<file path="config.mk">
export PLATFORM = sky130hd
export DESIGN_NAME = interval_timer
export DESIGN_NICKNAME = d
export VERILOG_FILES = /design/src/interval_timer_pkg.sv /design/src/count_step.sv /design/src/edge_sync.sv /design/src/interval_timer.sv
export SDC_FILE = /design/constraint.sdc
export NUM_CORES = 1
export LEC_CHECK = 0
export BUFFER_PORTS_ARGS = -buffer_cell sky130_fd_sc_hd__buf_2
export CORE_ASPECT_RATIO = 0.5
export CORE_MARGIN = 2
export CORE_UTILIZATION = 60
export CTS_CLUSTER_SIZE = 28
export DETAILED_ROUTE_END_ITERATION = 12
export GPL_TIMING_DRIVEN = 0
export PLACE_DENSITY = 0.81
export SYNTH_ARGS = -nofsm -noshare
export SYNTH_HDL_FRONTEND = slang
export SYNTH_SLANG_ARGS = --single-unit
</file>
<file path="constraint.sdc">
create_clock -name clk_sys_i -period 3.35 [get_ports clk_sys_i]
set_input_delay 0 -clock clk_sys_i [delete_from_list [all_inputs] [get_ports clk_sys_i]]
set_output_delay 0 -clock clk_sys_i [all_outputs]
set_load 0.005 [all_outputs]
</file>
<file path="src/interval_timer_pkg.sv">
// shared constants and types for the three-counter interval timer
package interval_timer_pkg;
  localparam int unsigned num_counters = 3;
  localparam logic [1:0] sel_counter0 = 2'h0;
  localparam logic [1:0] sel_counter1 = 2'h1;
  localparam logic [1:0] sel_counter2 = 2'h2;
  localparam logic [1:0] sel_control = 2'h3;
  localparam int unsigned cw_counter_select_hi = 7;
  localparam int unsigned cw_counter_select_lo = 6;
  localparam int unsigned cw_access_format_hi = 5;
  localparam int unsigned cw_access_format_lo = 4;
  localparam int unsigned cw_mode_hi = 3;
  localparam int unsigned cw_mode_lo = 1;
  localparam int unsigned cw_decimal_bit = 0;
  localparam logic [1:0] fmt_latch = 2'h0;
  localparam logic [1:0] fmt_low = 2'h1;
  localparam logic [1:0] fmt_high = 2'h2;
  localparam logic [1:0] fmt_both = 2'h3;
  localparam logic [2:0] mode_0 = 3'h0;
  localparam logic [2:0] mode_1 = 3'h1;
  localparam logic [2:0] mode_2 = 3'h2;
  localparam logic [2:0] mode_3 = 3'h3;
  localparam logic [2:0] mode_4 = 3'h4;
  localparam logic [2:0] mode_5 = 3'h5;
  localparam logic [15:0] count_reset = 16'h0000;
  localparam logic [7:0] control_word_reset = 8'h00;

  typedef enum logic [2:0] {
    ctr_idle = 3'b001,
    ctr_wait = 3'b010,
    ctr_run = 3'b100
  } ctr_state_e;

  // normalise mode field: top bit ignored for modes 2 and 3
  function automatic logic [2:0] decode_mode(input logic [2:0] m);
    decode_mode = m[1] ? {1'b0, m[1:0]} : m;
  endfunction : decode_mode
endpackage : interval_timer_pkg

</file>
<file path="src/count_step.sv">
// one down-count step in binary or packed decimal
`timescale 1ns/1ps
module count_step
  import interval_timer_pkg::*;
(
  input wire logic [15:0] value_i,
  input wire logic decimal_i,
  input wire logic by_two_i,
  output logic [15:0] next_o
);
  logic [15:0] bin_one;
  logic [15:0] bin_two;
  logic [15:0] dec_one;
  logic [15:0] dec_two;

  // packed-decimal decrement with borrow across four digits
  function automatic logic [15:0] dec_sub1(input logic [15:0] v);
    logic [15:0] r;
    logic borrow;
    r = v;
    borrow = 1'b1;
    for (int i = 0; i < 4; i++)
    begin
      if (borrow)
      begin
        if (r[i*4 +: 4] == 4'h0)
        begin
          r[i*4 +: 4] = 4'h9;
        end
        else
        begin
          r[i*4 +: 4] = r[i*4 +: 4] - 4'h1;
          borrow = 1'b0;
        end
      end
    end
    dec_sub1 = r;
  endfunction : dec_sub1

  assign bin_one = value_i - 16'h0001;
  assign bin_two = value_i - 16'h0002;
  assign dec_one = dec_sub1(value_i);
  assign dec_two = dec_sub1(dec_one);
  assign next_o = decimal_i ? (by_two_i ? dec_two : dec_one)
                            : (by_two_i ? bin_two : bin_one);
endmodule : count_step

</file>
<file path="src/edge_sync.sv">
// three-flop capture of a counter clock with falling-edge pulse
`timescale 1ns/1ps
module edge_sync
  import interval_timer_pkg::*;
(
  input wire logic clk_sys_i,
  input wire logic rst_i,
  input wire logic ce_i,
  input wire logic sig_i,
  output logic fall_o
);
  logic s1_q;
  logic s2_q;
  logic s3_q;
  always_ff @(posedge clk_sys_i)
  begin
    if (rst_i)
    begin
      s1_q <= 1'b0;
      s2_q <= 1'b0;
      s3_q <= 1'b0;
    end
    else if (ce_i)
    begin
      s1_q <= sig_i;
      s2_q <= s1_q;
      s3_q <= s2_q;
    end
  end
  assign fall_o = ce_i & s3_q & ~s2_q;
endmodule : edge_sync

</file>
<file path="src/interval_timer.sv">
// three-counter interval timer with 8-bit host port
// What this block does
// - 8-bit data bus driven only on reads
// - deselected: bus released, no register changes
// - select 0-2 counters, 3 control word
// - read select 3 or idle releases bus
// - control word field bit positions
// - counter select 11 is illegal
// - access format latch, low, high, both
// - mode decode ignores top bit modes 2,3
// - binary or four-digit packed decimal counting
// - control word clears counter, unreadable
// - zero count means 10000H counts, 10000 in decimal
// - mode 3 count one loads as zero, 10000H
// - mode 0 output low on control write
// - mode 0 counts after full count written
// - mode 0 output high at terminal count
// - low gate suspends counting, count held
// - one-byte rewrite halts, restarts next clock
// - three independent counters with own pins
// - mode 0 two-byte rewrite: low stops, high restarts
// - latch command freezes value for reading
// - decrement by one, by two in mode 3
`timescale 1ns/1ps
module interval_timer
  import interval_timer_pkg::*;
(
  input wire logic clk_sys_i,
  input wire logic rst_i,
  input wire logic ce_i,
  input wire logic select_n_i,
  input wire logic read_n_i,
  input wire logic write_n_i,
  input wire logic [1:0] register_select_i,
  input wire logic [7:0] host_data_bus_i,
  output logic [7:0] host_data_bus_o,
  output logic host_data_bus_oe_o,
  input wire logic [2:0] counter_clock_i,
  input wire logic [2:0] counter_gate_i,
  output logic [2:0] counter_output_o
);
  // host strobe edge detection (strobes sampled synchronously)
  logic read_n_q;
  logic write_n_q;
  wire access_en = ~select_n_i;
  // both strobes low at once is refused
  wire both_low = ~read_n_i & ~write_n_i;
  wire wr_edge = access_en & ~write_n_i & write_n_q & ~both_low;
  wire rd_edge = access_en & ~read_n_i & read_n_q & ~both_low;
  wire rd_active = access_en & ~read_n_i & write_n_i & (register_select_i != sel_control);

  // control word fields
  wire [1:0] cw_sel = host_data_bus_i[cw_counter_select_hi:cw_counter_select_lo];
  wire [1:0] cw_fmt = host_data_bus_i[cw_access_format_hi:cw_access_format_lo];
  wire [2:0] cw_mode = decode_mode(host_data_bus_i[cw_mode_hi:cw_mode_lo]);
  wire cw_dec = host_data_bus_i[cw_decimal_bit];
  wire cw_write = wr_edge & (register_select_i == sel_control);
  wire cw_legal = cw_sel != 2'h3;

  // per-counter state
  logic [15:0] count_q [num_counters];
  logic [15:0] reload_q [num_counters];
  logic [15:0] latch_q [num_counters];
  logic [2:0] latched_q;
  logic [1:0] fmt_q [num_counters];
  logic [2:0] mode_q [num_counters];
  logic [2:0] dec_q;
  logic [2:0] wr_ptr_q;
  logic [2:0] rd_ptr_q;
  logic [2:0] load_pend_q;
  logic [2:0] out_q;
  logic [2:0] readable_q;
  ctr_state_e state_q [num_counters];
  logic [7:0] rd_data_q;
  logic rd_oe_q;
  logic [7:0] rd_byte;
  logic [15:0] step_val [num_counters];
  logic [2:0] clk_fall;

  always_ff @(posedge clk_sys_i)
  begin
    if (rst_i)
    begin
      read_n_q <= 1'b1;
      write_n_q <= 1'b1;
    end
    else if (ce_i)
    begin
      read_n_q <= read_n_i;
      write_n_q <= write_n_i;
    end
  end

  genvar g;
  generate
    for (g = 0; g < num_counters; g++)
    begin : gen_ctr
      wire sel_me = register_select_i == 2'(g);
      wire cw_me = cw_write & cw_legal & (cw_sel == 2'(g));
      wire cw_latch = cw_me & (cw_fmt == fmt_latch);
      wire cw_prog = cw_me & (cw_fmt != fmt_latch);
      wire cnt_wr = wr_edge & sel_me;
      // a write finishing the count: one-byte, or high byte of pair
      wire load_done = cnt_wr & ((fmt_q[g] != fmt_both) | wr_ptr_q[g]);
      wire low_of_pair = cnt_wr & (fmt_q[g] == fmt_both) & ~wr_ptr_q[g];
      wire is_m3 = mode_q[g] == mode_3;
      // gate as it stood when the synchronised clock sample was taken
      logic [1:0] gate_pipe_q;
      wire gate_at_edge = gate_pipe_q[1];
      wire tick = clk_fall[g] & gate_at_edge;
      wire at_tc = is_m3 ? (step_val[g] == 16'h0000 || count_q[g] == 16'h0001)
                         : (count_q[g] == 16'h0001);
      wire rd_me = rd_edge & sel_me;
      logic [15:0] next_reload;

      edge_sync u_clk_sync (
        .clk_sys_i(clk_sys_i),
        .rst_i(rst_i),
        .ce_i(ce_i),
        .sig_i(counter_clock_i[g]),
        .fall_o(clk_fall[g])
      );

      count_step u_step (
        .value_i(count_q[g]),
        .decimal_i(dec_q[g]),
        .by_two_i(is_m3),
        .next_o(step_val[g])
      );

      always_ff @(posedge clk_sys_i)
      begin
        if (rst_i)
        begin
          gate_pipe_q <= 2'h0;
        end
        else if (ce_i)
        begin
          gate_pipe_q <= {gate_pipe_q[0], counter_gate_i[g]};
        end
      end

      always_comb
      begin
        next_reload = reload_q[g];
        case (fmt_q[g])
          fmt_low: next_reload = {8'h00, host_data_bus_i};
          fmt_high: next_reload = {host_data_bus_i, 8'h00};
          fmt_both:
          begin
            if (wr_ptr_q[g])
            begin
              next_reload = {host_data_bus_i, reload_q[g][7:0]};
            end
            else
            begin
              next_reload = {reload_q[g][15:8], host_data_bus_i};
            end
          end
          default: next_reload = reload_q[g];
        endcase
      end

      always_ff @(posedge clk_sys_i)
      begin
        if (rst_i)
        begin
          fmt_q[g] <= fmt_both;
          mode_q[g] <= mode_0;
          dec_q[g] <= 1'b0;
          reload_q[g] <= count_reset;
          wr_ptr_q[g] <= 1'b0;
          load_pend_q[g] <= 1'b0;
        end
        else if (ce_i)
        begin
          if (cw_prog)
          begin
            fmt_q[g] <= cw_fmt;
            mode_q[g] <= cw_mode;
            dec_q[g] <= cw_dec;
            wr_ptr_q[g] <= 1'b0;
          end
          else if (cnt_wr && fmt_q[g] != fmt_latch)
          begin
            reload_q[g] <= next_reload;
            wr_ptr_q[g] <= (fmt_q[g] == fmt_both) ? ~wr_ptr_q[g] : 1'b0;
          end
          load_pend_q[g] <= load_done;
        end
      end

      // counting state machine
      always_ff @(posedge clk_sys_i)
      begin
        if (rst_i)
        begin
          state_q[g] <= ctr_idle;
          count_q[g] <= count_reset;
          out_q[g] <= 1'b0;
          readable_q[g] <= 1'b0;
        end
        else if (ce_i)
        begin
          if (cw_prog)
          begin
            state_q[g] <= ctr_idle;
            count_q[g] <= count_reset;
            readable_q[g] <= 1'b0;
            out_q[g] <= (cw_mode != mode_0);
          end
          else if (low_of_pair && mode_q[g] == mode_0)
          begin
            state_q[g] <= ctr_idle;
          end
          else if (load_done && mode_q[g] == mode_0)
          begin
            state_q[g] <= ctr_wait;
            out_q[g] <= 1'b0;
          end
          else if (load_pend_q[g])
          begin
            count_q[g] <= (is_m3 && reload_q[g] == 16'h0001) ? 16'h0000 : reload_q[g];
            readable_q[g] <= 1'b1;
            state_q[g] <= ctr_run;
          end
          else
          begin
            case (state_q[g])
              ctr_idle: state_q[g] <= ctr_idle;
              ctr_wait: state_q[g] <= ctr_wait;
              ctr_run:
              begin
                if (tick)
                begin
                  count_q[g] <= step_val[g];
                  if (at_tc && mode_q[g] == mode_0)
                  begin
                    out_q[g] <= 1'b1;
                  end
                end
              end
              default: state_q[g] <= ctr_idle;
            endcase
          end
        end
      end

      // latch and read pointer
      always_ff @(posedge clk_sys_i)
      begin
        if (rst_i)
        begin
          latch_q[g] <= count_reset;
          latched_q[g] <= 1'b0;
          rd_ptr_q[g] <= 1'b0;
        end
        else if (ce_i)
        begin
          if (cw_latch && !latched_q[g])
          begin
            latch_q[g] <= count_q[g];
            latched_q[g] <= 1'b1;
          end
          else if (rd_me && (fmt_q[g] != fmt_both || rd_ptr_q[g]))
          begin
            latched_q[g] <= 1'b0;
          end
          if (cw_prog)
          begin
            rd_ptr_q[g] <= 1'b0;
          end
          else if (rd_me && fmt_q[g] == fmt_both)
          begin
            rd_ptr_q[g] <= ~rd_ptr_q[g];
          end
        end
      end
    end
  endgenerate

  // what a read shows: the latch if held, the live count once loaded, else the reload
  function automatic logic [15:0] view_of(input logic held, input logic [15:0] latched,
      input logic live, input logic [15:0] count, input logic [15:0] reload);
    if (held)
    begin
      view_of = latched;
    end
    else if (live)
    begin
      view_of = count;
    end
    else
    begin
      view_of = reload;
    end
  endfunction : view_of

  // read data selection for the addressed counter
  logic [1:0] rs;
  logic [15:0] rd_word;
  logic rd_hi;
  always_comb
  begin
    rs = (register_select_i == sel_control) ? sel_counter0 : register_select_i;
    rd_word = view_of(latched_q[rs], latch_q[rs], readable_q[rs], count_q[rs], reload_q[rs]);
    case (fmt_q[rs])
      fmt_high: rd_hi = 1'b1;
      fmt_both: rd_hi = rd_ptr_q[rs];
      default: rd_hi = 1'b0;
    endcase
    rd_byte = rd_hi ? rd_word[15:8] : rd_word[7:0];
  end

  always_ff @(posedge clk_sys_i)
  begin
    if (rst_i)
    begin
      rd_data_q <= 8'h00;
      rd_oe_q <= 1'b0;
    end
    else if (ce_i)
    begin
      rd_oe_q <= rd_active;
      if (rd_edge)
      begin
        rd_data_q <= rd_byte;
      end
    end
  end

  assign host_data_bus_o = rd_data_q;
  assign host_data_bus_oe_o = rd_oe_q;
  assign counter_output_o = out_q;
endmodule : interval_timer

</file>
## Yosys cells after proc, flatten, opt, wreduce, memory -nomap -nowiden

Memories as Yosys holds them, arrays and structs flattened.
Cells that the tools add are included.

| word-level totals | value |
|---|---|
| logic and storage cells | 733 |
| bits in registers | 47 |
| memories | 6 |
| bits in writable memories | 168 |
| output and inout port bits | 12 |

| cells by class | value |
|---|---|
| bitwise logic cells | 102 |
| muxes and demuxes | 395 |
| add/sub/neg operators | 30 |
| reductions and logical operators | 114 |
| equal/unequal tests | 48 |
| order comparisons | 1 |

Memories:

| memory | depth | width | read ports | clocked after memory_dff | write ports | line | RTL |
|---|---|---|---|---|---|---|---|
| count_q | 3 | 16 | 4 | 0 | 3 | interval_timer.sv:61 | `logic [15:0] count_q [num_counters];` |
| latch_q | 3 | 16 | 1 | 0 | 3 | interval_timer.sv:63 | `logic [15:0] latch_q [num_counters];` |
| reload_q | 3 | 16 | 4 | 0 | 3 | interval_timer.sv:62 | `logic [15:0] reload_q [num_counters];` |
| mode_q | 3 | 3 | 3 | 0 | 3 | interval_timer.sv:66 | `logic [2:0] mode_q [num_counters];` |
| state_q | 3 | 3 | 3 | 0 | 3 | interval_timer.sv:73 | `ctr_state_e state_q [num_counters];` |
| fmt_q | 3 | 2 | 4 | 0 | 3 | interval_timer.sv:65 | `logic [1:0] fmt_q [num_counters];` |

Operator list:

| kind | count |
|---|---|
| $mux 16 | 32 |
| $mux 1 | 284 |
| $mux 4 | 42 |
| $pmux 16 s3 | 3 |
| $eq 16x1->1 const B | 6 |
| $logic_not 4->1 | 24 |
| $sub 4x1->4 const B | 24 |
| $mux 3 | 25 |
| $logic_not 16->1 | 3 |
| $sub 16x1->16 const B | 3 |
| $sub 16x2->16 const B | 3 |
| $or 1x1->1 | 45 |
| $and 1x1->1 | 44 |
| $reduce_bool 2->1 | 16 |
| $reduce_bool 3->1 | 10 |
| $reduce_and 2->1 | 13 |
| $logic_and 1x1->1 | 24 |
| $eq 2x2->1 const B | 11 |
| $ne 2x2->1 const B | 11 |
| $eq 3x2->1 const B | 6 |
| $reduce_and 6->1 | 3 |
| $not 1->1 | 13 |
| $reduce_and 4->1 | 3 |
| $eq 2x1->1 const B | 5 |
| 13 further kinds | 37 |

## Logic depth before layout (Yosys ltp)

Gate-level depths: netlist of run 1.

| logic depth | value |
|---|---|
| depth in word-level cells | 21 |
| gate-level depth with buffers | 11 |
| mapped depth without buffers | 9 |

## Modules after synthesis

A second synthesis of run 1 with hierarchy kept.

| second synthesis, totals | value |
|---|---|
| cells, all modules | 1469 |
| area total of the unflattened synthesis | 14415.1 um2 |

By module, submodules not included:

| module | cells each | seq. area each (um2) | area each (um2) | instances |
|---|---|---|---|---|
| interval_timer | 976 | 5805.6 | 11029.3 | 1 |
| count_step (gen_ctr[0].u_step ...) | 156 | 0.0 | 1043.5 | 2 |
| count_step (gen_ctr[2].u_step) | 151 | 0.0 | 964.7 | 1 |
| edge_sync | 10 | 60.1 | 111.4 | 3 |

## Worst setup path before layout of run 1

No wires, ideal clock.

| timing | value |
|---|---|
| path type | register to register |
| from | memory count_q[0][0] |
| to | memory count_q[0][10], data pin |
| setup slack | 0.587 ns |
| stages on the path, launching flop included | 10 |
| path buffers | 0 |
| setup time | 0.254 ns |
| data arrival time | 2.509 ns |
| clock period less this slack | 2.763 ns |
| required time | 3.096 ns |
| cells stage by stage | edfxtp_1 -> inv_1 -> ha_1 -> nor3b_2 -> xor2_1 -> or4b_4 -> o21ai_0 -> mux2i_1 -> a21oi_1 -> a21o_1 |

RTL lines:

| element | line |
|---|---|
| start, declared | interval_timer.sv:61 |

==> impl_metrics.ini, run 1 <==
[outcome]
status = finished, final reports clean

[die]
ioPinCount = 34
coreArea_um2 = 22900
rows = 39
start_util = 0.613
die-area_um2 = 24700
die-height_um = 112
die_w_um = 220

[timing]
finalSetupTns_ps = 0
fin_crit_sh = 0.992
slew_violations = 0
clock_skew_ps = 13.9
timing.final.ws_setup_ps = 26.9
fmax_ghz = 0.301
slew_headroom = 0.127
fin_crit_ps = 3320
worst_pin_slew_ps = 1310
hold_violations = 0
final-setup-viol-count = 0
rsz0062_at_grt = false

[grt]
antenna_found_initial = 1
first_global_vias = 11980
grt_overflow = 0
met1_usage = 0.644
gr-usage-met2 = 0.577
track_usage = 0.427
grt.met3_usage = 0.143
grt_start_max_net_pins = 17
top_usage_layer = met1
grt_pass1_wl_um = 76900

[drt]
vias = 13309
firstDrtPassIters = 7
drtIter0Drc = 2109
wl_um = 52800
wire_per_inst_um = 27.7
drc = 0
ant_nets = 0
routed_via_density = 7.00

[synthesis]
yosysWarnings = 0
synth-seq-cells = 215
synth_ff_type = edfxtp_1
synth.distinct_cells = 86
syn-num-nets = 1545
synth_edf_count = 168
avgSynthCellArea_um2 = 9.35
syn_area_um2 = 14000
ys_seq_area_frac = 0.427
async_reset_ff_frac = 0
synth_cells = 1500

[placement]
finalWeightedCongestion = 1.02
dp_hpwl_um = 39200
io_buffers = 32
placed_area_um2 = 14600
place_inst = 1839
dp_worst_setup_slack_ps = -46.2

[clocking]
cts_buffers = 21
cts_tree = yes
ctsLongestPathBuffers = 3
path_clk_slew_ps = 70
cts.sinks = 215
htree_levels = 1
cts-root-buf = clkbuf_16
clk-insertion-delay-late_ps = 530

[critical_path]
crit_path_max_incr_delay_ps = 450
crit_chain = and4bb_2, nand2_1, or4_1, or4_1, clkbuf_1, nor2_1, clkbuf_1, and2_1
worst_path_max_delay_cell = or4_1
start_kind = register
path_buf_inv = 2
cp.arrival_ps = 3710
path_delay_family = simple AND/OR/NAND/NOR gates
critPathKind = reg -> reg
endpoint_kind = register
cp_max_fo = 10
required_ps = 3740

[power_and_ir_drop]
leakage_nw = 5.63
irDropWorstVdd_mv = 0.383
powerDensity_nw_per_um2 = 399

[finish]
fin_cells = 1902
drive_above_1_share = 0.0928
areaGrowthSynthToFinish_pct = 10.6
nNetsFinal = 1624
fin_util = 0.677
final_cell_area_um2 = 15500

[run]
maxCapViolations = 0

[hold_path]
hold_path.class = in -> reg
[cells in the final DEF (no fill, tap or decap), types with 11 or more instances in the layout]
cell type	Yosys	layout
nor2b_1	60	60
xor2_1	32	32
nor4_1	23	23
a31oi_1	14	14
and2_1	90	90
clkbuf_16	0	21
xnor2_1	27	27
a21oi_1	86	86
a211oi_1	63	63
o21ai_0	68	68
nand4_1	15	15
dlygate4sd3_1	0	16
o211ai_1	15	15
dfxtp_1	47	47
buf_2	26	58
mux2i_1	87	87
a211o_1	16	16
inv_1	32	31
nand3_1	35	34
clkbuf_1	80	81
edfxtp_1	168	168
ha_1	23	23
mux2_2	11	11
and3_1	18	18
nand2b_1	20	19
nand2_1	103	103
nor3_1	50	50
nor2_1	122	122
[path summary, 6_finish.rpt]
path | from | endpoint | slack [ps] | cells past startpoint
hold reg to reg | host_data_bus_o[3] | host_data_bus_o[3] | 450 | 2
hold / removal | register_select_i[1] | host_data_bus_oe_o | 30 | 4
setup reg to reg | write_n_q | latch_q[0][14] | 30 | 8
setup / recovery | write_n_q | latch_q[0][14] | 30 | 8
[final cells by class]
class / count / area (um^2)
buffer: 110 / 455
clock inverter: 8 / 47.5
multi-input combinational: 1139 / 7490
inverter: 34 / 128
sequential: 215 / 5990
tap: 307 / 384
clock buffer: 30 / 609
antenna: 1 / 2.50
fill: 1807 / 7390
timing repair buffer: 58 / 395
[routing by layer]
layer  part of all wire  vias to the layer above  wire [um]
met5                  0                        -          0
met4              0.034                        0       1770
met3               0.17                      150       8880
met2               0.39                     1099      20700
met1               0.41                     6329      21400
li1                   -                     5731          -
[kinds of logic after synthesis]
group / after synthesis / synth area share
AO/OA/AOI/OAI: 356 / 0.170
XOR/XNOR: 59 / 0.0369
adder cells (fa/ha/maj): 24 / 0.0212
buffers and inverters: 146 / 0.0420
flip-flops: 215 / 0.427
multiplexers: 98 / 0.0710
AND/OR/NAND/NOR: 602 / 0.232
[repair_timing]
| action | CTS | global route |
|---|---|---|
| buffers inserted | 0 | 10 |
| hold buffers | 16 | 0 |
| pin swaps | 0 | 1 |
| endpoints found under the hold margin | 37 | 0 |
| resized for setup | 2 | 11 |
| setup endpoints to repair | 17 | 68 |
[flip-flops by register name (all words and copies together), names as in the netlist, 6 cells and up]
name,count
reload_q,48
gen_ctr.gate_pipe_q,6
host_data_bus_o,8
mode_q,9
state_q,9
count_q,48
latch_q,48
fmt_q,6
[worst register-to-register path: cells and delay by family (launching register included)]
kind / cells / cell delay (ps)
DFF: 1 / 360
and+or+nand+nor: 6 / 1990
buffers and inverters: 2 / 850
[cell usage after synthesis (all sizes together), types with 15 or more instances]
cell	count	area (um^2)
and3	18	113
nor2	122	458
a211oi	63	473
nand3	35	175
nor2b	60	375
mux2i	87	871
dfxtp	47	941
and2	90	563
o211ai	15	113
inv	33	124
ha	23	288
clkbuf	81	305
a21oi	86	430
xnor2	27	236
nor3	51	260
nand2b	20	125
edfxtp	168	5040
a211o	16	140
o21ai	73	365
nand4	15	93.8
buf	31	156
nor4	28	215
xor2	32	280
nand2	103	387
[where the power goes]
part / internal (W) / switching (W) / total [W]
combinational: 0.000252 / 0.000519 / 0.000771
sequential: 0.00295 / 0.0000955 / 0.00305
clock: 0.00128 / 0.00109 / 0.00237
total: 0.00448 / 0.00170 / 0.00618
[stage by stage]
stage	total power [W]	hold slack (ps)
finish	0.00618	31.0
global route	0.00631	31.3
CTS	0.00611	3.75
detailed placement	0.00380	243
global placement	0.00378	234
floorplan	0.00352	109
Power figures use the tool's default switching activity.
==> run 2: changes to the inputs <==
--- a/config.mk
+++ b/config.mk
@@ -6,13 +6,13 @@
 export NUM_CORES = 1
 export LEC_CHECK = 0
 export BUFFER_PORTS_ARGS = -buffer_cell sky130_fd_sc_hd__buf_2
-export CORE_ASPECT_RATIO = 0.5
+export CORE_ASPECT_RATIO = 1.2
 export CORE_MARGIN = 2
 export CORE_UTILIZATION = 60
 export CTS_CLUSTER_SIZE = 28
 export DETAILED_ROUTE_END_ITERATION = 12
 export GPL_TIMING_DRIVEN = 0
-export PLACE_DENSITY = 0.81
+export PLACE_DENSITY = 0.79
 export SYNTH_ARGS = -nofsm -noshare
 export SYNTH_HDL_FRONTEND = slang
 export SYNTH_SLANG_ARGS = --single-unit
==> impl_metrics.ini, run 2 (synthesis gave the netlist of run 1 again) <==
[power_and_ir_drop]
total_power_w = 0.00624
irDropWorstVdd_mv = 0.445
powerDensity_nw_per_um2 = 403
leakage_nw = 5.59

[timing]
fmax_ghz = 0.308
slew_violations = 0
hold_violations = 0
finalSetupTns_ps = 0
rsz0062_at_grt = false
final-setup-viol-count = 0
clock_skew_ps = 15.0
worst_pin_slew_ps = 1190
slew_headroom = 0.202
fin_crit_sh = 0.968
fin_crit_ps = 3240
timing.final.ws_setup_ps = 107

[drt]
wl_um = 47700
vias = 12831
firstDrtPassIters = 7
drc = 0
ant_nets = 0
drtIter0Drc = 1849
routed_via_density = 6.74
wire_per_inst_um = 25.1

[critical_path]
reg2reg_to = count_q[2][14]
timing.rr.start = count_q[2][0]
cp.arrival_ps = 3500
startpoint = count_q[2][0]
cp_max_fo = 6
r2r_slack_ps = 110
cp-endpoint = count_q[2][14]
critPathKind = reg -> reg
start_kind = register
required_ps = 3610
reg2reg_depth = 9
endpoint_kind = register

[grt]
grt_overflow = 0
grt_start_max_net_pins = 17
first_global_vias = 12125
grt_pass1_wl_um = 71200
antenna_found_initial = 0
track_usage = 0.386

[hold_path]
hold_path.class = in -> reg
hold_start = host_data_bus_i[3]

[die]
start_util = 0.608
ioPinCount = 34
die-height_um = 171
rows = 61
die-area_um2 = 24600
die_w_um = 144
coreArea_um2 = 23000

[clocking]
cts.sinks = 215
ctsLongestPathBuffers = 3
cts_buffers = 22
path_clk_slew_ps = 70
cts-root-buf = clkbuf_16
cts_tree = yes
clk-insertion-delay-late_ps = 530
htree_levels = 1

[outcome]
status = finished, final reports clean

[finish]
num_antenna_cells = 0
largestRegisters = count_q: 48 flops, latch_q: 48 flops, reload_q: 48 flops
mostFrequentLayoutCells = 168 x edfxtp_1, 122 x nor2_1, 103 x nand2_1, 90 x and2_1, 87 x mux2i_1
drive_above_1_share = 0.0838
layout_commonest_cell = edfxtp_1
nNetsFinal = 1617
areaGrowthSynthToFinish_pct = 10.3

[placement]
dp_worst_setup_slack_ps = 48.8
dp_hpwl_um = 34900
io_buffers = 32
finalWeightedCongestion = 1.01

[run]
maxCapViolations = 0
## run 2: changes by cell type in the layout (fill, tap and decap cells not counted), sizes merged
cell	change
buf	-8
clkbuf	+1
inv	-3
diode	-1
clkinvlp	+1
clkinv	+3
dlygate4sd3	-1
bufinv	+1
## run 2: what timing repair did
action                                  4_1_cts  5_1_grt
endpoints found under the setup margin        0       31
hold endpoints to repair                     24        0
buffers inserted                              0        2
hold buffers                                 15        0
resized for setup                             0        7
## run 2: area by class of cell
cell class	count	area, um^2
Timing Repair Buffer	49	325
Sequential cell	215	5990
Clock inverter	10	76.3
Fill cell	1887	7590
Clock buffer	30	622
Multi-Input combinational cell	1139	7470
Buffer	111	459
Tap cell	315	394
Inverter	34	128
## run 2: stage by stage
stage	hold WS (ps)	util	instance area, um^2	std cells
2_1_floorplan	109	-	14000	1500
3_3_place_gp	237	0.632	14600	1847
3_5_place_dp	243	0.632	14600	1847
4_1_cts	22.9	0.669	15400	1902
5_1_grt	23.4	0.671	15500	1903
6_report	36.0	0.671	15500	1903
## run 2: power breakdown
part / total (W) / internal (W) / switching [W]
registers: 0.00304 / 0.00295 / 0.0000875
clock network: 0.00246 / 0.00138 / 0.00108
logic: 0.000739 / 0.000247 / 0.000492
total: 0.00624 / 0.00457 / 0.00166
## run 2: worst min path at each step
| stage | end | depth (start not counted) |
|---|---|---|
| 2_1_floorplan | dec_q[1] | 2 |
| 3_3_place_gp | gen_ctr[1].u_clk_sync.s1_q | 3 |
| 3_5_place_dp | gen_ctr[0].u_clk_sync.s1_q | 3 |
| 4_1_cts | reload_q[2][3] | 2 |
| 5_1_grt | reload_q[2][11] | 2 |
| 6_report | reload_q[2][3] | 2 |
## run 2: worst max-delay path: stages (launching register included)
cell      delay, ps
edfxtp_1        470
inv_1           250
ha_1            330
or3b_2          500
nor2_1          140
mux2i_1         130
nor4_2          500
a32o_1          330
mux2i_1         220
o21ai_0         110
## run 2: per-layer routing
layer,global-route usage,share of wire,wire length (um)
met1,0.501,0.37,17500
met2,0.611,0.45,21700
met3,0.0688,0.11,5260
met4,0.220,0.068,3240
met5,0,0,0
